[config.mk]
export PLATFORM = sky130hd
export DESIGN_NAME = jmf_jog_ctrl
export DESIGN_NICKNAME = d
export VERILOG_FILES = /design/src/jmf_jog_ctrl.v
export VERILOG_INCLUDE_DIRS = /design/src /design/src/src
export SDC_FILE = /design/constraint.sdc
export NUM_CORES = 1
export LEC_CHECK = 0
export BUFFER_PORTS_ARGS = -buffer_cell sky130_fd_sc_hd__buf_4
export CORE_MARGIN = 2
export CORE_UTILIZATION = 55
export CTS_CLUSTER_DIAMETER = 50
export DETAILED_ROUTE_END_ITERATION = 8
export GPL_ROUTABILITY_DRIVEN = 0
export GPL_TIMING_DRIVEN = 0
export PLACE_DENSITY = 0.77
export SLEW_MARGIN = 20
export SYNTH_ARGS = -nofsm -noshare
export SYNTH_HDL_FRONTEND = slang
export SYNTH_SLANG_ARGS = --single-unit
[constraint.sdc]
create_clock -name clk -period 3.02 [get_ports clk]
set_input_delay 0.906 -clock clk [delete_from_list [all_inputs] [get_ports clk]]
set_output_delay 0.906 -clock clk [all_outputs]
set_load 0.02 [all_outputs]
[src/jmf_regs.vh]
// Purpose: register map and constants for the jog motion flag control block
// Assumes: APB slave, 32-bit data, word aligned registers
// Notes: all offsets are byte addresses
`ifndef JMF_REGS_VH
`define JMF_REGS_VH
// register byte offsets
`define JMF_CTRL_ADDR 12'h000
`define JMF_STAT_ADDR 12'h004
`define JMF_START_SPD_ADDR 12'h008
`define JMF_TARGET_SPD_ADDR 12'h00c
`define JMF_RAMP_ADDR 12'h010
`define JMF_POS_ADDR 12'h014
`define JMF_CMD_ADDR 12'h018
`define JMF_BASE_ADDR 12'h01c
// control fields
`define JMF_CTRL_LIMPOL 7
`define JMF_CTRL_SCURVE 8
`define JMF_CTRL_RESET 32'h0000_0000
// command fields
`define JMF_CMD_FWD 0
`define JMF_CMD_REV 1
`define JMF_CMD_FSTOP 2
`define JMF_CMD_DSTOP 3
`define JMF_CMD_OTHER 4
`define JMF_CMD_PULSER 5
`define JMF_CMD_ERRCLR 6
// status fields
`define JMF_STAT_ACTIVE 0
`define JMF_STAT_DONE 1
`define JMF_STAT_LIMERR 2
`define JMF_STAT_SETERR 3
`define JMF_STAT_DIR 4
`define JMF_STAT_PHASE 5
// ranges
`define JMF_SPD_MAX 32'd4000000
`define JMF_RAMP_MAX 32'd32767
// speed step per clock and default base word
`define JMF_SPD_STEP 32'd1
`define JMF_BASE_RESET 32'd10
`endif
[src/jmf_jog_ctrl.v]
// Purpose: per-axis jog control with active and finished flags, over limit and range checks
// Assumes: one clock, APB register access, limit pins asynchronous to clk
// Notes: speed ramps by a fixed step per clock; pulse timing lives outside this block
//
// How it works
// raised jog request starts output with stored speed and ramp parameters; here ramp_q is only range checked and the step per clock is fixed
// jog request raised while active flag set is ignored
// forward and reverse raised together runs forward
// first requested direction keeps running if the other follows
// active flag rises cycle after start, falls when output completes
// while active, other operations refused except forced or decelerating stop
// one active flag serves all operations except pulser input
// finished flag set on completion, held until any next operation starts
// one finished flag serves every operation, pulser input included
// limit in requested direction blocks start; in travel direction stops with error
// only the limit in the travel direction is acted upon
// limit polarity selectable; default active when unpowered
// out-of-range speed, ramp or position gives set value error, no start; here position is not checked
// same-direction restart while decelerating accelerates again
// parameter changes during jog accepted only with linear profile
// controller must not overwrite parameters shared by another running operation
// flag addresses are relative to the allocated starting word, default 10; here base_q is only stored and read back
// s-curve profile ignores target speed changes during jog
// after speed change the first ramp's acceleration rate is kept
// output continues while request held, decelerates after release
//
// The APB register port and the register offsets were left to the implementer.
`timescale 1ns/10ps
`include "jmf_regs.vh"
module jmf_jog_ctrl #(
  parameter ADDR_W = 12
) (
  input wire clk,
  input wire reset_n,
  input wire psel,
  input wire penable,
  input wire pwrite,
  input wire [ADDR_W-1:0] paddr,
  input wire [31:0] pwdata,
  output reg [31:0] prdata,
  output reg pready,
  output reg pslverr,
  input wire limit_plus_in,
  input wire limit_minus_in,
  output reg output_active_flag,
  output reg output_finished_flag,
  output reg motor_run,
  output reg motor_dir_rev,
  output reg [31:0] motor_speed
);
  // ----------------------------------------------------------------
  // states
  // ----------------------------------------------------------------
  localparam [1:0] ST_IDLE = 2'd0;
  localparam [1:0] ST_ACC = 2'd1;
  localparam [1:0] ST_RUN = 2'd2;
  localparam [1:0] ST_DEC = 2'd3;

  // ----------------------------------------------------------------
  // limit synchronisers
  // ----------------------------------------------------------------
  // only the second stage feeds logic
  reg [1:0] lp_sync_q;
  reg [1:0] lm_sync_q;
  always @(posedge clk or negedge reset_n)
  begin
    if (!reset_n)
    begin
      lp_sync_q <= 2'b00;
      lm_sync_q <= 2'b00;
    end
    else
    begin
      lp_sync_q <= {lp_sync_q[0], limit_plus_in};
      lm_sync_q <= {lm_sync_q[0], limit_minus_in};
    end
  end

  // ----------------------------------------------------------------
  // registers
  // ----------------------------------------------------------------
  reg [31:0] ctrl_q;
  reg [31:0] start_spd_q;
  reg [31:0] target_spd_q;
  reg [31:0] ramp_q;
  reg [31:0] pos_q;
  reg [31:0] base_q;
  reg fwd_req_q;
  reg rev_req_q;
  reg lim_err_q;
  reg set_err_q;
  reg [1:0] state_q;
  reg [31:0] run_target_q;
  reg other_busy_q;

  // powered level valid when polarity bit set, else unpowered level valid
  wire pol = ctrl_q[`JMF_CTRL_LIMPOL];
  wire lim_plus = pol ? lp_sync_q[1] : ~lp_sync_q[1];
  wire lim_minus = pol ? lm_sync_q[1] : ~lm_sync_q[1];
  wire lim_travel = motor_dir_rev ? lim_minus : lim_plus;

  wire wr = psel & penable & pwrite;
  wire rd_setup = psel & ~penable & ~pwrite;
  wire cmd_wr = wr && (paddr == `JMF_CMD_ADDR);
  wire new_fwd = cmd_wr & pwdata[`JMF_CMD_FWD] & ~fwd_req_q;
  wire new_rev = cmd_wr & pwdata[`JMF_CMD_REV] & ~rev_req_q;
  wire fstop = cmd_wr & pwdata[`JMF_CMD_FSTOP];
  wire dstop = cmd_wr & pwdata[`JMF_CMD_DSTOP];
  wire other_start = cmd_wr & pwdata[`JMF_CMD_OTHER];
  wire pulser_start = cmd_wr & pwdata[`JMF_CMD_PULSER];
  wire params_ok = (start_spd_q <= `JMF_SPD_MAX) && (target_spd_q != 32'd0) &&
                   (target_spd_q <= `JMF_SPD_MAX) && (target_spd_q > start_spd_q) &&
                   (ramp_q <= `JMF_RAMP_MAX);
  wire busy = output_active_flag | (state_q != ST_IDLE) | other_busy_q;
  // forward wins a tie, one request alone runs its own direction
  wire start_rev = new_rev & ~new_fwd;
  wire start_req = (new_fwd | new_rev) & ~busy;
  wire start_lim = start_rev ? lim_minus : lim_plus;
  wire jog_go = start_req & params_ok & ~start_lim;
  // jog wins a shared write, then the other operation, then pulser input
  wire other_go = other_start & ~busy & ~jog_go;
  wire pulser_go = pulser_start & ~busy & ~jog_go & ~other_start;
  // linear profile only; s-curve freezes parameters while moving
  wire param_wr_ok = ~busy | ~ctrl_q[`JMF_CTRL_SCURVE];
  wire held = motor_dir_rev ? rev_req_q : fwd_req_q;

  // ----------------------------------------------------------------
  // apb write side
  // ----------------------------------------------------------------
  always @(posedge clk or negedge reset_n)
  begin
    if (!reset_n)
    begin
      ctrl_q <= `JMF_CTRL_RESET;
      start_spd_q <= 32'd0;
      target_spd_q <= 32'd0;
      ramp_q <= 32'd0;
      pos_q <= 32'd0;
      base_q <= `JMF_BASE_RESET;
      fwd_req_q <= 1'b0;
      rev_req_q <= 1'b0;
    end
    else
    begin
      if (wr)
      begin
        case (paddr)
          `JMF_CTRL_ADDR: if (~busy) ctrl_q <= pwdata;
          `JMF_START_SPD_ADDR: if (param_wr_ok) start_spd_q <= pwdata;
          `JMF_TARGET_SPD_ADDR: if (param_wr_ok) target_spd_q <= pwdata;
          `JMF_RAMP_ADDR: if (param_wr_ok) ramp_q <= pwdata;
          `JMF_POS_ADDR: if (param_wr_ok) pos_q <= pwdata;
          `JMF_BASE_ADDR: base_q <= pwdata;
          `JMF_CMD_ADDR:
          begin
            fwd_req_q <= pwdata[`JMF_CMD_FWD];
            rev_req_q <= pwdata[`JMF_CMD_REV];
          end
          default: ;
        endcase
      end
    end
  end

  // ----------------------------------------------------------------
  // apb read side, no wait states
  // ----------------------------------------------------------------
  wire [31:0] stat_w = {26'd0, state_q == ST_DEC, motor_dir_rev, set_err_q, lim_err_q,
                        output_finished_flag, output_active_flag};
  wire mapped = (paddr <= `JMF_BASE_ADDR) && (paddr[1:0] == 2'b00);
  always @(posedge clk or negedge reset_n)
  begin
    if (!reset_n)
    begin
      prdata <= 32'd0;
      pready <= 1'b0;
      pslverr <= 1'b0;
    end
    else
    begin
      pready <= psel & ~penable;
      pslverr <= psel & ~penable & ~mapped;
      if (rd_setup)
      begin
        case (paddr)
          `JMF_CTRL_ADDR: prdata <= ctrl_q;
          `JMF_STAT_ADDR: prdata <= stat_w;
          `JMF_START_SPD_ADDR: prdata <= start_spd_q;
          `JMF_TARGET_SPD_ADDR: prdata <= target_spd_q;
          `JMF_RAMP_ADDR: prdata <= ramp_q;
          `JMF_POS_ADDR: prdata <= pos_q;
          `JMF_CMD_ADDR: prdata <= {30'd0, rev_req_q, fwd_req_q};
          `JMF_BASE_ADDR: prdata <= base_q;
          default: prdata <= 32'd0;
        endcase
      end
    end
  end

  // ----------------------------------------------------------------
  // jog state machine
  // ----------------------------------------------------------------
  // speed step is a fixed constant so a later target change keeps the first rate
  always @(posedge clk or negedge reset_n)
  begin
    if (!reset_n)
    begin
      state_q <= ST_IDLE;
      motor_run <= 1'b0;
      motor_dir_rev <= 1'b0;
      motor_speed <= 32'd0;
      run_target_q <= 32'd0;
      output_active_flag <= 1'b0;
      output_finished_flag <= 1'b0;
      lim_err_q <= 1'b0;
      set_err_q <= 1'b0;
      other_busy_q <= 1'b0;
    end
    else
    begin
      // a new error in the clear cycle wins
      if (cmd_wr & pwdata[`JMF_CMD_ERRCLR])
      begin
        lim_err_q <= 1'b0;
        set_err_q <= 1'b0;
      end
      if (start_req & ~params_ok)
        set_err_q <= 1'b1;
      if (start_req & params_ok & start_lim)
        lim_err_q <= 1'b1;
      // an accepted jog or other operation clears the finished flag; an accepted pulser input sets it below
      if (jog_go | other_go | pulser_go)
        output_finished_flag <= 1'b0;
      // non-jog operations share the finished flag, the other operation also the active flag, but have no motion here
      if (other_go)
      begin
        other_busy_q <= 1'b1;
        output_active_flag <= 1'b1;
      end
      else if (other_busy_q & (fstop | dstop))
      begin
        other_busy_q <= 1'b0;
        output_active_flag <= 1'b0;
        output_finished_flag <= 1'b1;
      end
      if (pulser_go)
        output_finished_flag <= 1'b1;
      case (state_q)
        ST_IDLE:
        begin
          if (jog_go)
          begin
            state_q <= ST_ACC;
            motor_run <= 1'b1;
            motor_dir_rev <= start_rev;
            motor_speed <= start_spd_q;
            run_target_q <= target_spd_q;
            output_active_flag <= 1'b1;
          end
        end
        ST_ACC, ST_RUN:
        begin
          if (param_wr_ok)
            run_target_q <= target_spd_q;
          if (fstop | lim_travel)
          begin
            state_q <= ST_IDLE;
            motor_run <= 1'b0;
            motor_speed <= 32'd0;
            output_active_flag <= 1'b0;
            output_finished_flag <= 1'b1;
            if (lim_travel)
              lim_err_q <= 1'b1;
          end
          else if (dstop | ~held)
            state_q <= ST_DEC;
          else if (motor_speed < run_target_q)
            motor_speed <= motor_speed + `JMF_SPD_STEP;
          else if (motor_speed > run_target_q)
            motor_speed <= motor_speed - `JMF_SPD_STEP;
          else
            state_q <= ST_RUN;
        end
        ST_DEC:
        begin
          if (fstop | lim_travel | (motor_speed <= start_spd_q))
          begin
            state_q <= ST_IDLE;
            motor_run <= 1'b0;
            motor_speed <= 32'd0;
            output_active_flag <= 1'b0;
            output_finished_flag <= 1'b1;
            if (lim_travel)
              lim_err_q <= 1'b1;
          end
          else if ((motor_dir_rev ? new_rev : new_fwd) & ~dstop)
            state_q <= ST_ACC;
          else
            motor_speed <= motor_speed - `JMF_SPD_STEP;
        end
        default: state_q <= ST_IDLE;
      endcase
    end
  end
endmodule // jmf_jog_ctrl

# Word level (Yosys, flattened, before mapping)
# Cells that the tools add are included.
[word_totals] reg_bits=305 latch_bits=0 mem_bits_rw=0 romBits=0 out_inout_bits=70 wordCells=186 n_memories=0
[op_classes] n_addsub=2 multipliers=0 div=0 n_lt_le_gt_ge=8 eq_ne=20 n_shift=0 n_mux=53 n_bitwise=53 reduce_logical=27
[op_table] operator="$mux W32" n=9
[op_table] operator="$pmux W32 S8" n=1
[op_table] operator="$pmux W32 S3" n=1
[op_table] operator="$gt A32 B32 Y1" n=2
[op_table] operator="$le A32 B22 Y1 const B" n=2
[op_table] operator="$pmux W32 S2" n=1
[op_table] operator="$eq A12 B5 Y1 const B" n=4
[op_table] operator="$add A32 B1 Y32 const B" n=1
[op_table] operator="$le A32 B15 Y1 const B" n=1
[op_table] operator="$le A32 B32 Y1" n=1
[op_table] operator="$lt A32 B32 Y1" n=1
[op_table] operator="$reduce_bool A32 Y1" n=1
[op_table] operator="$sub A32 B1 Y32 const B" n=1
[op_table] operator="$mux W1" n=29
[op_table] operator="$and A1 B1 Y1" n=27
[op_table] operator="$eq A12 B4 Y1 const B" n=2
[op_table] operator="$reduce_and A3 Y1" n=7
[op_table] operator="$not A1 Y1" n=16
[op_table] operator="$mux W2" n=7
[op_table] operator="$eq A12 B3 Y1 const B" n=1
[op_table] operator="$le A12 B5 Y1 const B" n=1
[op_table] operator="$logic_not A12 Y1" n=1
[op_table] operator="$ne A4 B4 Y1 const B" n=3
[op_table] operator="$or A1 B1 Y1" n=10
[op_table] operator="15 further kinds" n=33

# Longest topological paths before layout
# Gate-level depths: netlist of the first run.
[logic_depth] ltp_word=20 depth_mapped=14

# Worst setup path before layout of the first run
# OpenSTA, ideal clock, no wires.
[synth_timing] kind="input-to-reg" start="input port paddr[9]" end="register run_target_q[10]" arrival_time_ns=3.189 slack_ns=-0.294 cell_stages=11 cell_sequence="nor4_2 nand3_1 buf_2 nor4_2 mux2i_1 xnor2_2 a21boi_2 a211o_1 buf_2 buf_6 mux2_4"
[synth_between] elab_chain_len=11
[synth_rtl] element="start: declaration" line_no="jmf_jog_ctrl.v:38" rtl="input wire [ADDR_W-1:0] paddr,"
[synth_rtl] element="$eq A12 B5 Y1 (*)"
[synth_rtl] element="$logic_and A1 B1 Y1 (*)" line_no="jmf_jog_ctrl.v:104" rtl="wire cmd_wr = wr && (paddr == `JMF_CMD_ADDR);"
[synth_rtl] element="$and A1 B1 Y1 (2 in series)" line_no="jmf_jog_ctrl.v:105" rtl="wire new_fwd = cmd_wr & pwdata[`JMF_CMD_FWD] & ~fwd_req_q;"
[synth_rtl] element="$not A1 Y1" line_no="jmf_jog_ctrl.v:116" rtl="wire start_rev = new_rev & ~new_fwd;"
[synth_rtl] element="$and A1 B1 Y1" line_no="jmf_jog_ctrl.v:116"
[synth_rtl] element="$mux W1" line_no="jmf_jog_ctrl.v:118" rtl="wire start_lim = start_rev ? lim_minus : lim_plus;"
[synth_rtl] element="$not A1 Y1" line_no="jmf_jog_ctrl.v:119" rtl="wire jog_go = start_req & params_ok & ~start_lim;"
[synth_rtl] element="$and A1 B1 Y1 (*)" line_no="jmf_jog_ctrl.v:119"
[synth_rtl] element="$ne A2 B2 Y1 (no source line) (*)"
[synth_rtl] element="$reduce_and A3 Y1 (no source line) (*)"
[synth_rtl] element="end signal: assignment" line_no="jmf_jog_ctrl.v:257" rtl="run_target_q <= target_spd_q;"
[synth_rtl] element="end signal: assignment" line_no="jmf_jog_ctrl.v:264" rtl="run_target_q <= target_spd_q;"
[synth_rtl] element="end: declaration" line_no="jmf_jog_ctrl.v:93" rtl="reg [31:0] run_target_q;"
# Mark *: on every way between the ends. The rest lies on a longest branch, timed or not.
# A chain may end at the register's enable or synchronous reset.

# Worst setup path after layout of the first run
[layout_timing] start="register start_spd_q[28]" end="register run_target_q[18]"
[layout_between] elab_chain_len=9
[layout_rtl] element="start: declaration" line_no="jmf_jog_ctrl.v:83" rtl="reg [31:0] start_spd_q;"
[layout_rtl] element="start signal: assignment" line_no="jmf_jog_ctrl.v:149" rtl="`JMF_START_SPD_ADDR: if (param_wr_ok) start_spd_q <= pwdata;"
[layout_rtl] element="$le A32 B22 Y1 (no source line)"
[layout_rtl] element="$logic_and A1 B1 Y1 (2 in series)" line_no="jmf_jog_ctrl.v:111" rtl="wire params_ok = (start_spd_q <= `JMF_SPD_MAX) && (target_spd_q != 32'd0) &&"
[layout_rtl] element="$logic_and A1 B1 Y1 (*) (2 in series)" line_no="jmf_jog_ctrl.v:111"
[layout_rtl] element="$and A1 B1 Y1 (*) (2 in series)" line_no="jmf_jog_ctrl.v:119"
[layout_rtl] element="$ne A2 B2 Y1 (no source line) (*)"
[layout_rtl] element="$reduce_and A3 Y1 (no source line) (*)"
# Marked as above.

==> results of run 1 <==
[power by group]
group / switching, mW / internal [mW]
registers: 0.330 / 4.28
clock network: 1.90 / 2.83
logic: 3.92 / 2.90
[critical path, cell delays in order (launching register included)]
cell and delay (ps):
dfrtp_2 430, inv_2 100, ha_4 280, nand4_1 330, nor4bb_4 470, buf_4 190
nand3_1 80, nand4_1 180, a2111oi_4 60, buf_4 180, a21boi_4 250, a211o_1 210
buf_12 180, clkbuf_16 170, mux2_4 290
[layout make-up]
class / instances / area [um2]
fill: 2029 / 8790
multi-input combinational: 1130 / 9670
inverter: 82 / 310
sequential: 305 / 7710
clock inverter: 17 / 223
buffer: 85 / 534
clock buffer: 49 / 1080
tap: 396 / 495
timing repair buffer: 221 / 1860
[cell usage in the layout (no fill, tap or decap), drive strengths merged, types with 9 or more instances in the layout]
master / synthesis / layout
a22oi: 64 / 64
o22ai: 11 / 11
and2: 13 / 13
xnor2: 14 / 14
nor2: 56 / 56
nor4: 23 / 23
buf: 29 / 248
nand3: 36 / 36
clkbuf: 60 / 107
o21ai: 76 / 76
xor2: 11 / 11
nor3: 40 / 40
a21o: 11 / 11
dfrtp: 303 / 303
and3: 12 / 12
a221oi: 41 / 41
nand2b: 10 / 10
a21oi: 72 / 72
inv: 81 / 87
mux2i: 19 / 19
nand2: 132 / 132
mux2: 224 / 224
nand4: 32 / 32
a31oi: 12 / 12
a211oi: 9 / 9
ha: 101 / 101
[flip-flops by register name, indices dropped and copies added (netlist names), 2 cells and up]
signal        flops
pos_q            32
start_spd_q      32
run_target_q     32
state_q           2
target_spd_q     32
base_q           32
motor_speed      32
lp_sync_q         2
ramp_q           32
ctrl_q           32
prdata           32
lm_sync_q         2
[path summary, 6_finish.rpt]
check,start,to,slack (ps),cells past startpoint
max,start_spd_q[28]$_DFFE_PN0P_,run_target_q[18]$_DFFE_PN0P_,-520,14
min,reset_n,motor_speed[4]$_DFFE_PN0P_,320,1
max reg2reg,start_spd_q[28]$_DFFE_PN0P_,run_target_q[18]$_DFFE_PN0P_,-520,14
min reg2reg,lm_sync_q[0]$_DFF_PN0_,lm_sync_q[1]$_DFF_PN0_,350,0
max in group asynchronous,reset_n,target_spd_q[25]$_DFFE_PN0P_,1400,3
min in group clk,lm_sync_q[0]$_DFF_PN0_,lm_sync_q[1]$_DFF_PN0_,350,0
[routing by layer]
metal | wire (um) | share of wire | up-vias
met1 | 22300 | 0.37 | 7552
met3 | 7110 | 0.12 | 315
li1 | - | - | 6501
met4 | 3850 | 0.064 | 0
met5 | 0 | 0 | -
met2 | 27100 | 0.45 | 1115
[metrics by stage]
step	area [um2]	TNS (ps)	total power, mW	utilization
3_5_place_dp	18800	-157090	9.32	0.612
6_report	21900	-28080	16.2	0.714
5_1_grt	21900	-29880	16.6	0.714
4_1_cts	21000	-11650	15.0	0.686
3_3_place_gp	18700	-696920	9.16	0.609
2_1_floorplan	17300	-3430	7.72	-
[synth_stat cells, drive strengths merged, types with 3 or more instances]
cell / n / area share
a211o: 3 / 0.0016
inv: 81 / 0.018
o22ai: 11 / 0.0040
nand2: 132 / 0.029
o211ai: 4 / 0.0017
xor2: 11 / 0.0056
o221ai: 5 / 0.0025
and3: 12 / 0.0044
a211oi: 9 / 0.0042
or4: 5 / 0.0028
nor2: 56 / 0.013
nor3b: 5 / 0.0022
mux2i: 19 / 0.011
nand3: 36 / 0.012
a21oi: 72 / 0.021
nor2b: 7 / 0.0025
a21o: 11 / 0.0048
dfrtp: 303 / 0.44
a2bb2oi: 4 / 0.0020
or2: 7 / 0.0026
nand4: 32 / 0.012
a222oi: 6 / 0.0035
clkbuf: 60 / 0.013
and2: 13 / 0.0047
nor3: 40 / 0.013
a31oi: 12 / 0.0044
or3: 4 / 0.0017
buf: 29 / 0.0098
ha: 101 / 0.074
xnor2: 14 / 0.0076
o31ai: 8 / 0.0035
nand3b: 3 / 0.0013
o31a: 4 / 0.0020
a21boi: 4 / 0.0020
mux2: 224 / 0.15
nor4: 23 / 0.0091
nand2b: 10 / 0.0036
o2bb2ai: 5 / 0.0025
a221oi: 41 / 0.021
and4: 7 / 0.0036
o21ai: 76 / 0.022
a22oi: 64 / 0.028
nor4b: 3 / 0.0015
[cells by family after synthesis]
| kind of cell | Yosys count |
|---|---|
| compound gates | 363 |
| xor+xnor | 25 |
| fa+ha+maj | 101 |
| buf+inv | 171 |
| flops | 305 |
| mux | 243 |
| simple gates | 398 |
[repair_timing]
item,in CTS,in global routing
gates resized for setup,152,137
setup endpoints to repair,186,174
setup buffers,55,38
pin swaps,23,33
hold endpoints to repair,0,0
hold buffers,0,0
cloned,3,3
==> flow_summary.json, run 1 <==
{
  "violations": "setup timing",
  "netlist-cell-type-count": 87,
  "dpl.cell_count": 2124,
  "die_h_um": 181,
  "crit_required_ps": 3440,
  "cp-start-kind": "flip-flop",
  "ys_ff_latch": 305,
  "cts.sinks": 305,
  "grt_max_degree": 95,
  "start_util": 0.560,
  "ios": 121,
  "vdd_drop_max_v": 0.000526,
  "relSlewSlack": 0.329,
  "yosysSeqAreaShare": 0.445,
  "synth_edf_count": 0,
  "end_kind": "flip-flop",
  "drv_cap": 0,
  "cts_root_buffer": "clkbuf_16",
  "clock_path_buffers": 3,
  "rows": 64,
  "synth_nets": 1758,
  "clk_pin_slew_worst_paths_ps": 60,
  "max_freq_ghz": 0.283,
  "drv_slew": 0,
  "first_iter_violations": 2102,
  "crit_fanout": 8,
  "status": "finished, violations left",
  "synth_compound_area_frac": 0.145,
  "hold_path.class": "in -> async",
  "synthSimpleGateAreaFrac": 0.119,
  "nNetsFinal": 2016,
  "synthArstFlopShare": 1.00,
  "hold_slack_ps": 320,
  "numPortBuffers": 118,
  "grt-ovfl-total": 0,
  "core_um2": 30700,
  "ys_warn_count": 0,
  "drt-pass1-iter-count": 8,
  "synth_top_family_by_area": "multiplexers",
  "setup_violations": 69,
  "vias": 15500,
  "layout-drive-gt1-share": 0.394,
  "area_growth_pct": 27.4,
  "tightest_slew_ps": 992,
  "grtUsageMet2": 0.546,
  "grtUsageMet3": 0.0845,
  "viasPerCell": 6.78,
  "cts_tree": "done",
  "finClkSkew_ps": 25.7,
  "die_w_um": 181,
  "p_leak_nw": 10.2,
  "synth_cells": 1606,
  "place_ws_ps": -1210,
  "synth_mux_area_frac": 0.164,
  "routed_wl_mm": 60.3,
  "met1_usage": 0.457,
  "worst_slack_ps": -519,
  "hold_violations": 0,
  "criticalPathCategory": "reg -> reg",
  "numCtsBuffers": 39,
  "ant_nets": 0,
  "grt_pass1_wl_mm": 88.7,
  "syn_avg_cell_area_um2": 10.7,
  "rsz0062_at_grt": "yes",
  "instances_no_fill": 2285,
  "h-tree-depth": 2,
  "wl_per_cell_um": 26.4,
  "grt_pass1_vias": 15300,
  "synth_adder_area_share": 0.0736,
  "die-area_um2": 32700,
  "post-route-period-util": 1.17,
  "insertion_delay_ps": 540,
  "busiest_layer": "met2",
  "crit_arrival_ps": 3960,
  "dp_hpwl_mm": 39.2,
  "powerDensity_nw_per_um2": 739,
  "syn_area_um2": 17200,
  "route.detailed.drc": 0,
  "synth-xor-area-share": 0.0132,
  "num_antenna_cells": 0,
  "groute.usage.overall": 0.348,
  "antenna_found_initial": 1,
  "synthFlopType": "dfrtp_1",
  "finalCriticalPeriod_ps": 3540
}
(Power assumes the default switching activity.)
==> run 2, diff against run 1 <==
SETUP_SLACK_MARGIN = 0.5   (was unset)
SLEW_MARGIN = 40   (was 20)
==> flow_summary.json, run 2 (synthesized netlist as in run 1, its figures left out) <==
{
  "final_common_cell": "buf_4",
  "ant_nets": 0,
  "grtUsageMet2": 0.573,
  "drv_cap": 0,
  "cts_root_buffer": "clkbuf_16",
  "met1_usage": 0.476,
  "slowest_stage": "dfrtp_1",
  "clock_path_buffers": 3,
  "grt_pass1_wl_mm": 93.3,
  "critPathTopFamily": "compound AO/OA/AOI/OAI gates",
  "layout_common_cells": "buf_4, dfrtp_1, nand2_1, mux2_2, mux2_4",
  "cp_num_buf_inv": 3,
  "relSlewSlack": 0.324,
  "rsz0062_at_grt": "yes",
  "grt-ovfl-total": 0,
  "busiest_layer": "met2",
  "viasPerCell": 7.09,
  "setup_violations": 66,
  "area_growth_pct": 37.8,
  "route.detailed.drc": 1,
  "post-route-period-util": 1.14,
  "grt_max_degree": 78,
  "layout-drive-gt1-share": 0.478,
  "crit_arrival_ps": 3830,
  "vias": 16600,
  "path_cells": "inv_2, ha_4, a21oi_1, o21ai_1, a221oi_2, o211ai_1, or2_4, and2_4, buf_6, a211o_4, buf_8, o32a_1",
  "cts.sinks": 305,
  "hold_path.class": "in -> async",
  "startpoint": "start_spd_q[19]$_DFFE_PN0P_",
  "antenna_found_initial": 0,
  "p_leak_nw": 10.9,
  "nFillCells": 1679,
  "wl_per_cell_um": 28.9,
  "insertion_delay_ps": 550,
  "rows": 64,
  "fin_setup_tns_ps": -20150,
  "place_ws_ps": -833,
  "drt-pass1-iter-count": 9,
  "criticalPathCategory": "reg -> reg",
  "vdd_drop_max_v": 0.000461,
  "cts_tree": "done",
  "drv_slew": 0,
  "worst_slack_ps": -409,
  "groute.usage.overall": 0.367,
  "hold_violations": 0,
  "violations": "DRC, setup timing",
  "max_freq_ghz": 0.292,
  "finClkSkew_ps": 31.4,
  "r2r-start": "start_spd_q[19]$_DFFE_PN0P_",
  "nNetsFinal": 2074,
  "grtUsageMet3": 0.0881,
  "finalCriticalPeriod_ps": 3430,
  "dpl.cell_count": 2125,
  "first_iter_violations": 2527,
  "fin_util": 0.772,
  "path_depth": 12,
  "numCtsBuffers": 38,
  "crit_required_ps": 3420,
  "h-tree-depth": 2,
  "core_um2": 30700,
  "crit_end": "motor_speed[8]$_DFFE_PN0P_",
  "instances_no_fill": 2346,
  "cpPeakStageDelay_ps": 450,
  "crit_fanout": 7,
  "grt_pass1_vias": 16200,
  "clk_pin_slew_worst_paths_ps": 70,
  "r2r_cells": 12,
  "die-area_um2": 32700,
  "powerDensity_nw_per_um2": 705,
  "die_h_um": 181,
  "numPortBuffers": 118,
  "die_w_um": 181,
  "num_antenna_cells": 0,
  "routed_wl_mm": 67.9,
  "start_util": 0.560,
  "r2r_slack_ps": -410,
  "tightest_slew_ps": 1010,
  "status": "finished, violations left",
  "cp-start-kind": "flip-flop",
  "end_kind": "flip-flop",
  "r2r_end": "motor_speed[8]$_DFFE_PN0P_",
  "dp_hpwl_mm": 39.6,
  "ios": 121
}
-- run 2: layout make-up --
cell class,count,area (um2),area share
multi-input cells,1131,10600,0.447
flip-flops and latches,305,7720,0.326
repair buffers,275,2400,0.101
clock buffers,52,1090,0.0462
plain buffers,89,860,0.0363
well taps,396,495,0.0209
inverters,82,313,0.0132
clock inverters,16,209,0.00883
-- run 2: metal layers --
layer  wire length (um)  vias up  part of all wire
li1                   -     6652                 -
met5                  0        -                 0
met4               4960        0             0.073
met3               8460      476              0.12
met1              23900     8117              0.35
met2              30600     1393              0.45
-- run 2: where the power goes --
| group | internal, mW | total [mW] | switching (mW) |
|---|---|---|---|
| Combinational | 3.13 | 7.28 | 4.15 |
| Sequential | 4.28 | 4.61 | 0.334 |
| Clock | 2.84 | 4.80 | 1.96 |
| Total | 10.2 | 16.7 | 6.45 |
-- run 2: worst min-delay path by stage --
stage / start / endpoint / slack [ps] / depth (start not counted)
after floorplan: lm_sync_q[0]$_DFF_PN0_ / lm_sync_q[1]$_DFF_PN0_ / 330 / 0
after global placement: lm_sync_q[0]$_DFF_PN0_ / lm_sync_q[1]$_DFF_PN0_ / 330 / 0
after detailed placement: lm_sync_q[0]$_DFF_PN0_ / lm_sync_q[1]$_DFF_PN0_ / 340 / 0
after CTS: reset_n / motor_speed[16]$_DFFE_PN0P_ / 240 / 1
after global routing: reset_n / motor_speed[19]$_DFFE_PN0P_ / 250 / 1
final: reset_n / motor_speed[14]$_DFFE_PN0P_ / 230 / 1
-- run 2: what timing repair did --
item | in CTS | in global routing
cloned | 3 | 7
buffers inserted | 92 | 51
hold buffers | 0 | 0
endpoints found under the setup margin | 259 | 280
pin swaps | 43 | 76
resized for setup | 241 | 288
-- run 2: metrics by stage --
step	hold slack, ps	power [mW]	instance area, um2
CTS	240	15.3	22100
floorplan	331	7.76	17600
global route	250	17.1	23700
finish	234	16.7	23700
global placement	333	9.16	19000
detailed placement	339	9.35	19200
==> run 3, diff against run 2 <==
CORE_UTILIZATION = 40   (was 55)
GPL_ROUTABILITY_DRIVEN = unset   (was 0)
PLACE_DENSITY = unset   (was 0.77)
==> flow_summary.json, run 3 (synthesized netlist as in run 1, its figures left out) <==
{
  "drt-pass1-iter-count": 5,
  "layout_common_cells": "buf_4, dfrtp_1, mux2_2, nand2_1, mux2_4",
  "routed_wl_mm": 63.3,
  "antenna_found_initial": 1,
  "multi_input_area_um2": 10200,
  "layout-drive-gt1-share": 0.446,
  "post-route-period-util": 1.10,
  "setup_violations": 66,
  "crit_fanout": 9,
  "criticalPathCategory": "reg -> reg",
  "grt-ovfl-total": 0,
  "crit_required_ps": 3460,
  "vias": 14800,
  "seq_power_share": 0.280,
  "max_freq_ghz": 0.301,
  "hold_violations": 0,
  "insertion_delay_ps": 580,
  "status": "finished, violations left",
  "nFillCells": 3543,
  "cts.sinks": 305,
  "drv_cap": 0,
  "switching_share": 0.384,
  "route.detailed.drc": 0,
  "clock_power_share": 0.289,
  "grt_max_degree": 72,
  "cp_num_buf_inv": 2,
  "clock_path_buffers": 3,
  "path_cells": "ha_1, nand4_1, nor3_1, a221oi_1, o211ai_1, or2_4, and2_0, buf_2, a211o_4, buf_12, o32a_1",
  "numCtsBuffers": 41,
  "slowest_stage": "a211o_4",
  "globalplace.congestion": 0.966,
  "clk_pin_slew_worst_paths_ps": 50,
  "cp-start-kind": "flip-flop",
  "num_antenna_cells": 0,
  "relSlewSlack": 0.478,
  "numPortBuffers": 118,
  "h-tree-depth": 2,
  "start_util": 0.408,
  "seq_area_um2": 7720,
  "ios": 121,
  "violations": "setup timing",
  "p_sw_mw": 6.33,
  "combPwrFrac": 0.431,
  "die_w_um": 211,
  "viasPerCell": 5.94,
  "vdd_drop_max_v": 0.000450,
  "die_h_um": 211,
  "die-area_um2": 44600,
  "worst_slack_ps": -298,
  "hold_slack_ps": 265,
  "place_ws_ps": -1170,
  "end_kind": "flip-flop",
  "crit_arrival_ps": 3760,
  "ctsHoldBuffers": 0,
  "final_common_cell": "buf_4",
  "cpPeakStageDelay_ps": 450,
  "first_iter_violations": 1085,
  "grt_pass1_wl_mm": 92.9,
  "rsz0062_at_grt": "yes",
  "tightest_slew_ps": 783,
  "finalCriticalPeriod_ps": 3320,
  "dp_hpwl_mm": 43.7,
  "p_leak_nw": 10.8,
  "hold_path.class": "in -> async",
  "powerDensity_nw_per_um2": 701,
  "cts_tree": "done",
  "wl_per_cell_um": 25.4,
  "critPathTopFamily": "compound AO/OA/AOI/OAI gates",
  "grt_pass1_vias": 14600,
  "drv_slew": 0,
  "core_um2": 42100,
  "area_growth_pct": 36.7,
  "ant_nets": 0,
  "rows": 75,
  "cts_root_buffer": "clkbuf_16",
  "internal_power_mw": 10.1,
  "finClkSkew_ps": 22.6,
  "groute.usage.overall": 0.278,
  "nNetsFinal": 2073
}
[run 3: cell types whose count changed in the layout (fill, tap and decap cells not counted), moves of 6 or more]
cell,delta
buf_4,-10
a221oi_2,-18
a22oi_1,+23
buf_8,-9
mux2_4,-20
a221oi_1,+18
a21oi_2,-6
o21ai_0,+16
mux2_2,+20
nor4_2,-6
a22oi_2,-23
clkbuf_16,+8
o21ai_1,-11
[run 3: what timing repair did]
action	4_1_cts	5_1_grt
cloned	4	10
gates resized for setup	204	204
pin swaps	37	51
setup buffers	80	53
setup endpoints to repair	257	281
[run 3: power by group through the flow]
stage | Combinational, mW | Sequential (mW) | Clock [mW]
global placement | 4.83 | 4.68 | 0
finish | 7.10 | 4.62 | 4.75
global route | 7.51 | 4.63 | 4.99
detailed placement | 4.93 | 4.69 | 0
floorplan | 3.07 | 4.69 | 0
CTS | 6.19 | 4.59 | 4.82
[run 3: cell type report]
| cell class | count | share of cell area |
|---|---|---|
| plain buffers | 89 | 0.0362 |
| inverters | 82 | 0.0132 |
| well taps | 539 | 0.0287 |
| clock buffers | 53 | 0.0487 |
| clock inverters | 19 | 0.00720 |
| repair buffers | 272 | 0.104 |
| multi-input cells | 1130 | 0.433 |
| flip-flops and latches | 305 | 0.329 |
[run 3: path summary, 6_finish.rpt]
kind | depth (start not counted) | end | slack (ps) | start
worst min-delay path | 1 | motor_speed[5]$_DFFE_PN0P_ | 270 | reset_n
worst max register to register | 11 | motor_speed[8]$_DFFE_PN0P_ | -300 | motor_speed[26]$_DFFE_PN0P_
worst max-delay path | 11 | motor_speed[8]$_DFFE_PN0P_ | -300 | motor_speed[26]$_DFFE_PN0P_
worst min register to register | 0 | lp_sync_q[1]$_DFF_PN0_ | 360 | lp_sync_q[0]$_DFF_PN0_
min in group clk | 0 | lp_sync_q[1]$_DFF_PN0_ | 360 | lp_sync_q[0]$_DFF_PN0_
max in group asynchronous | 4 | target_spd_q[20]$_DFFE_PN0P_ | 1370 | reset_n
[run 3: routing by layer]
layer	vias to the layer above	routed length, um	GRT usage	share of wire
li1	6633	-	-	-
met3	131	4090	0.0384	0.065
met1	7476	27800	0.392	0.44
met5	-	0	0	0
met2	535	29200	0.438	0.46
met4	0	2130	0.0998	0.034
[run 3: per-stage QoR]
stage          power (mW)  TNS (ps)  cell area (um2)  instances  utilization
2_1_floorplan        7.76     -3370            17600       1606            -
4_1_cts              15.6    -15270            22100       2426        0.523
6_report             16.5    -13320            23500       2489        0.557
3_5_place_dp         9.61   -116290            19400       2270        0.460
5_1_grt              17.1    -19780            23500       2489        0.557
3_3_place_gp         9.51   -757500            19200       2263        0.456
[run 3: worst reg2reg max path: cells and delay by family (launching register included)]
| family | cells | cell delay, ps |
|---|---|---|
| AOI/OAI and AO/OA | 4 | 1270 |
| and+or+nand+nor | 4 | 790 |
| DFF | 1 | 440 |
| buffers and inverters | 2 | 370 |
| adders and majority gates | 1 | 330 |
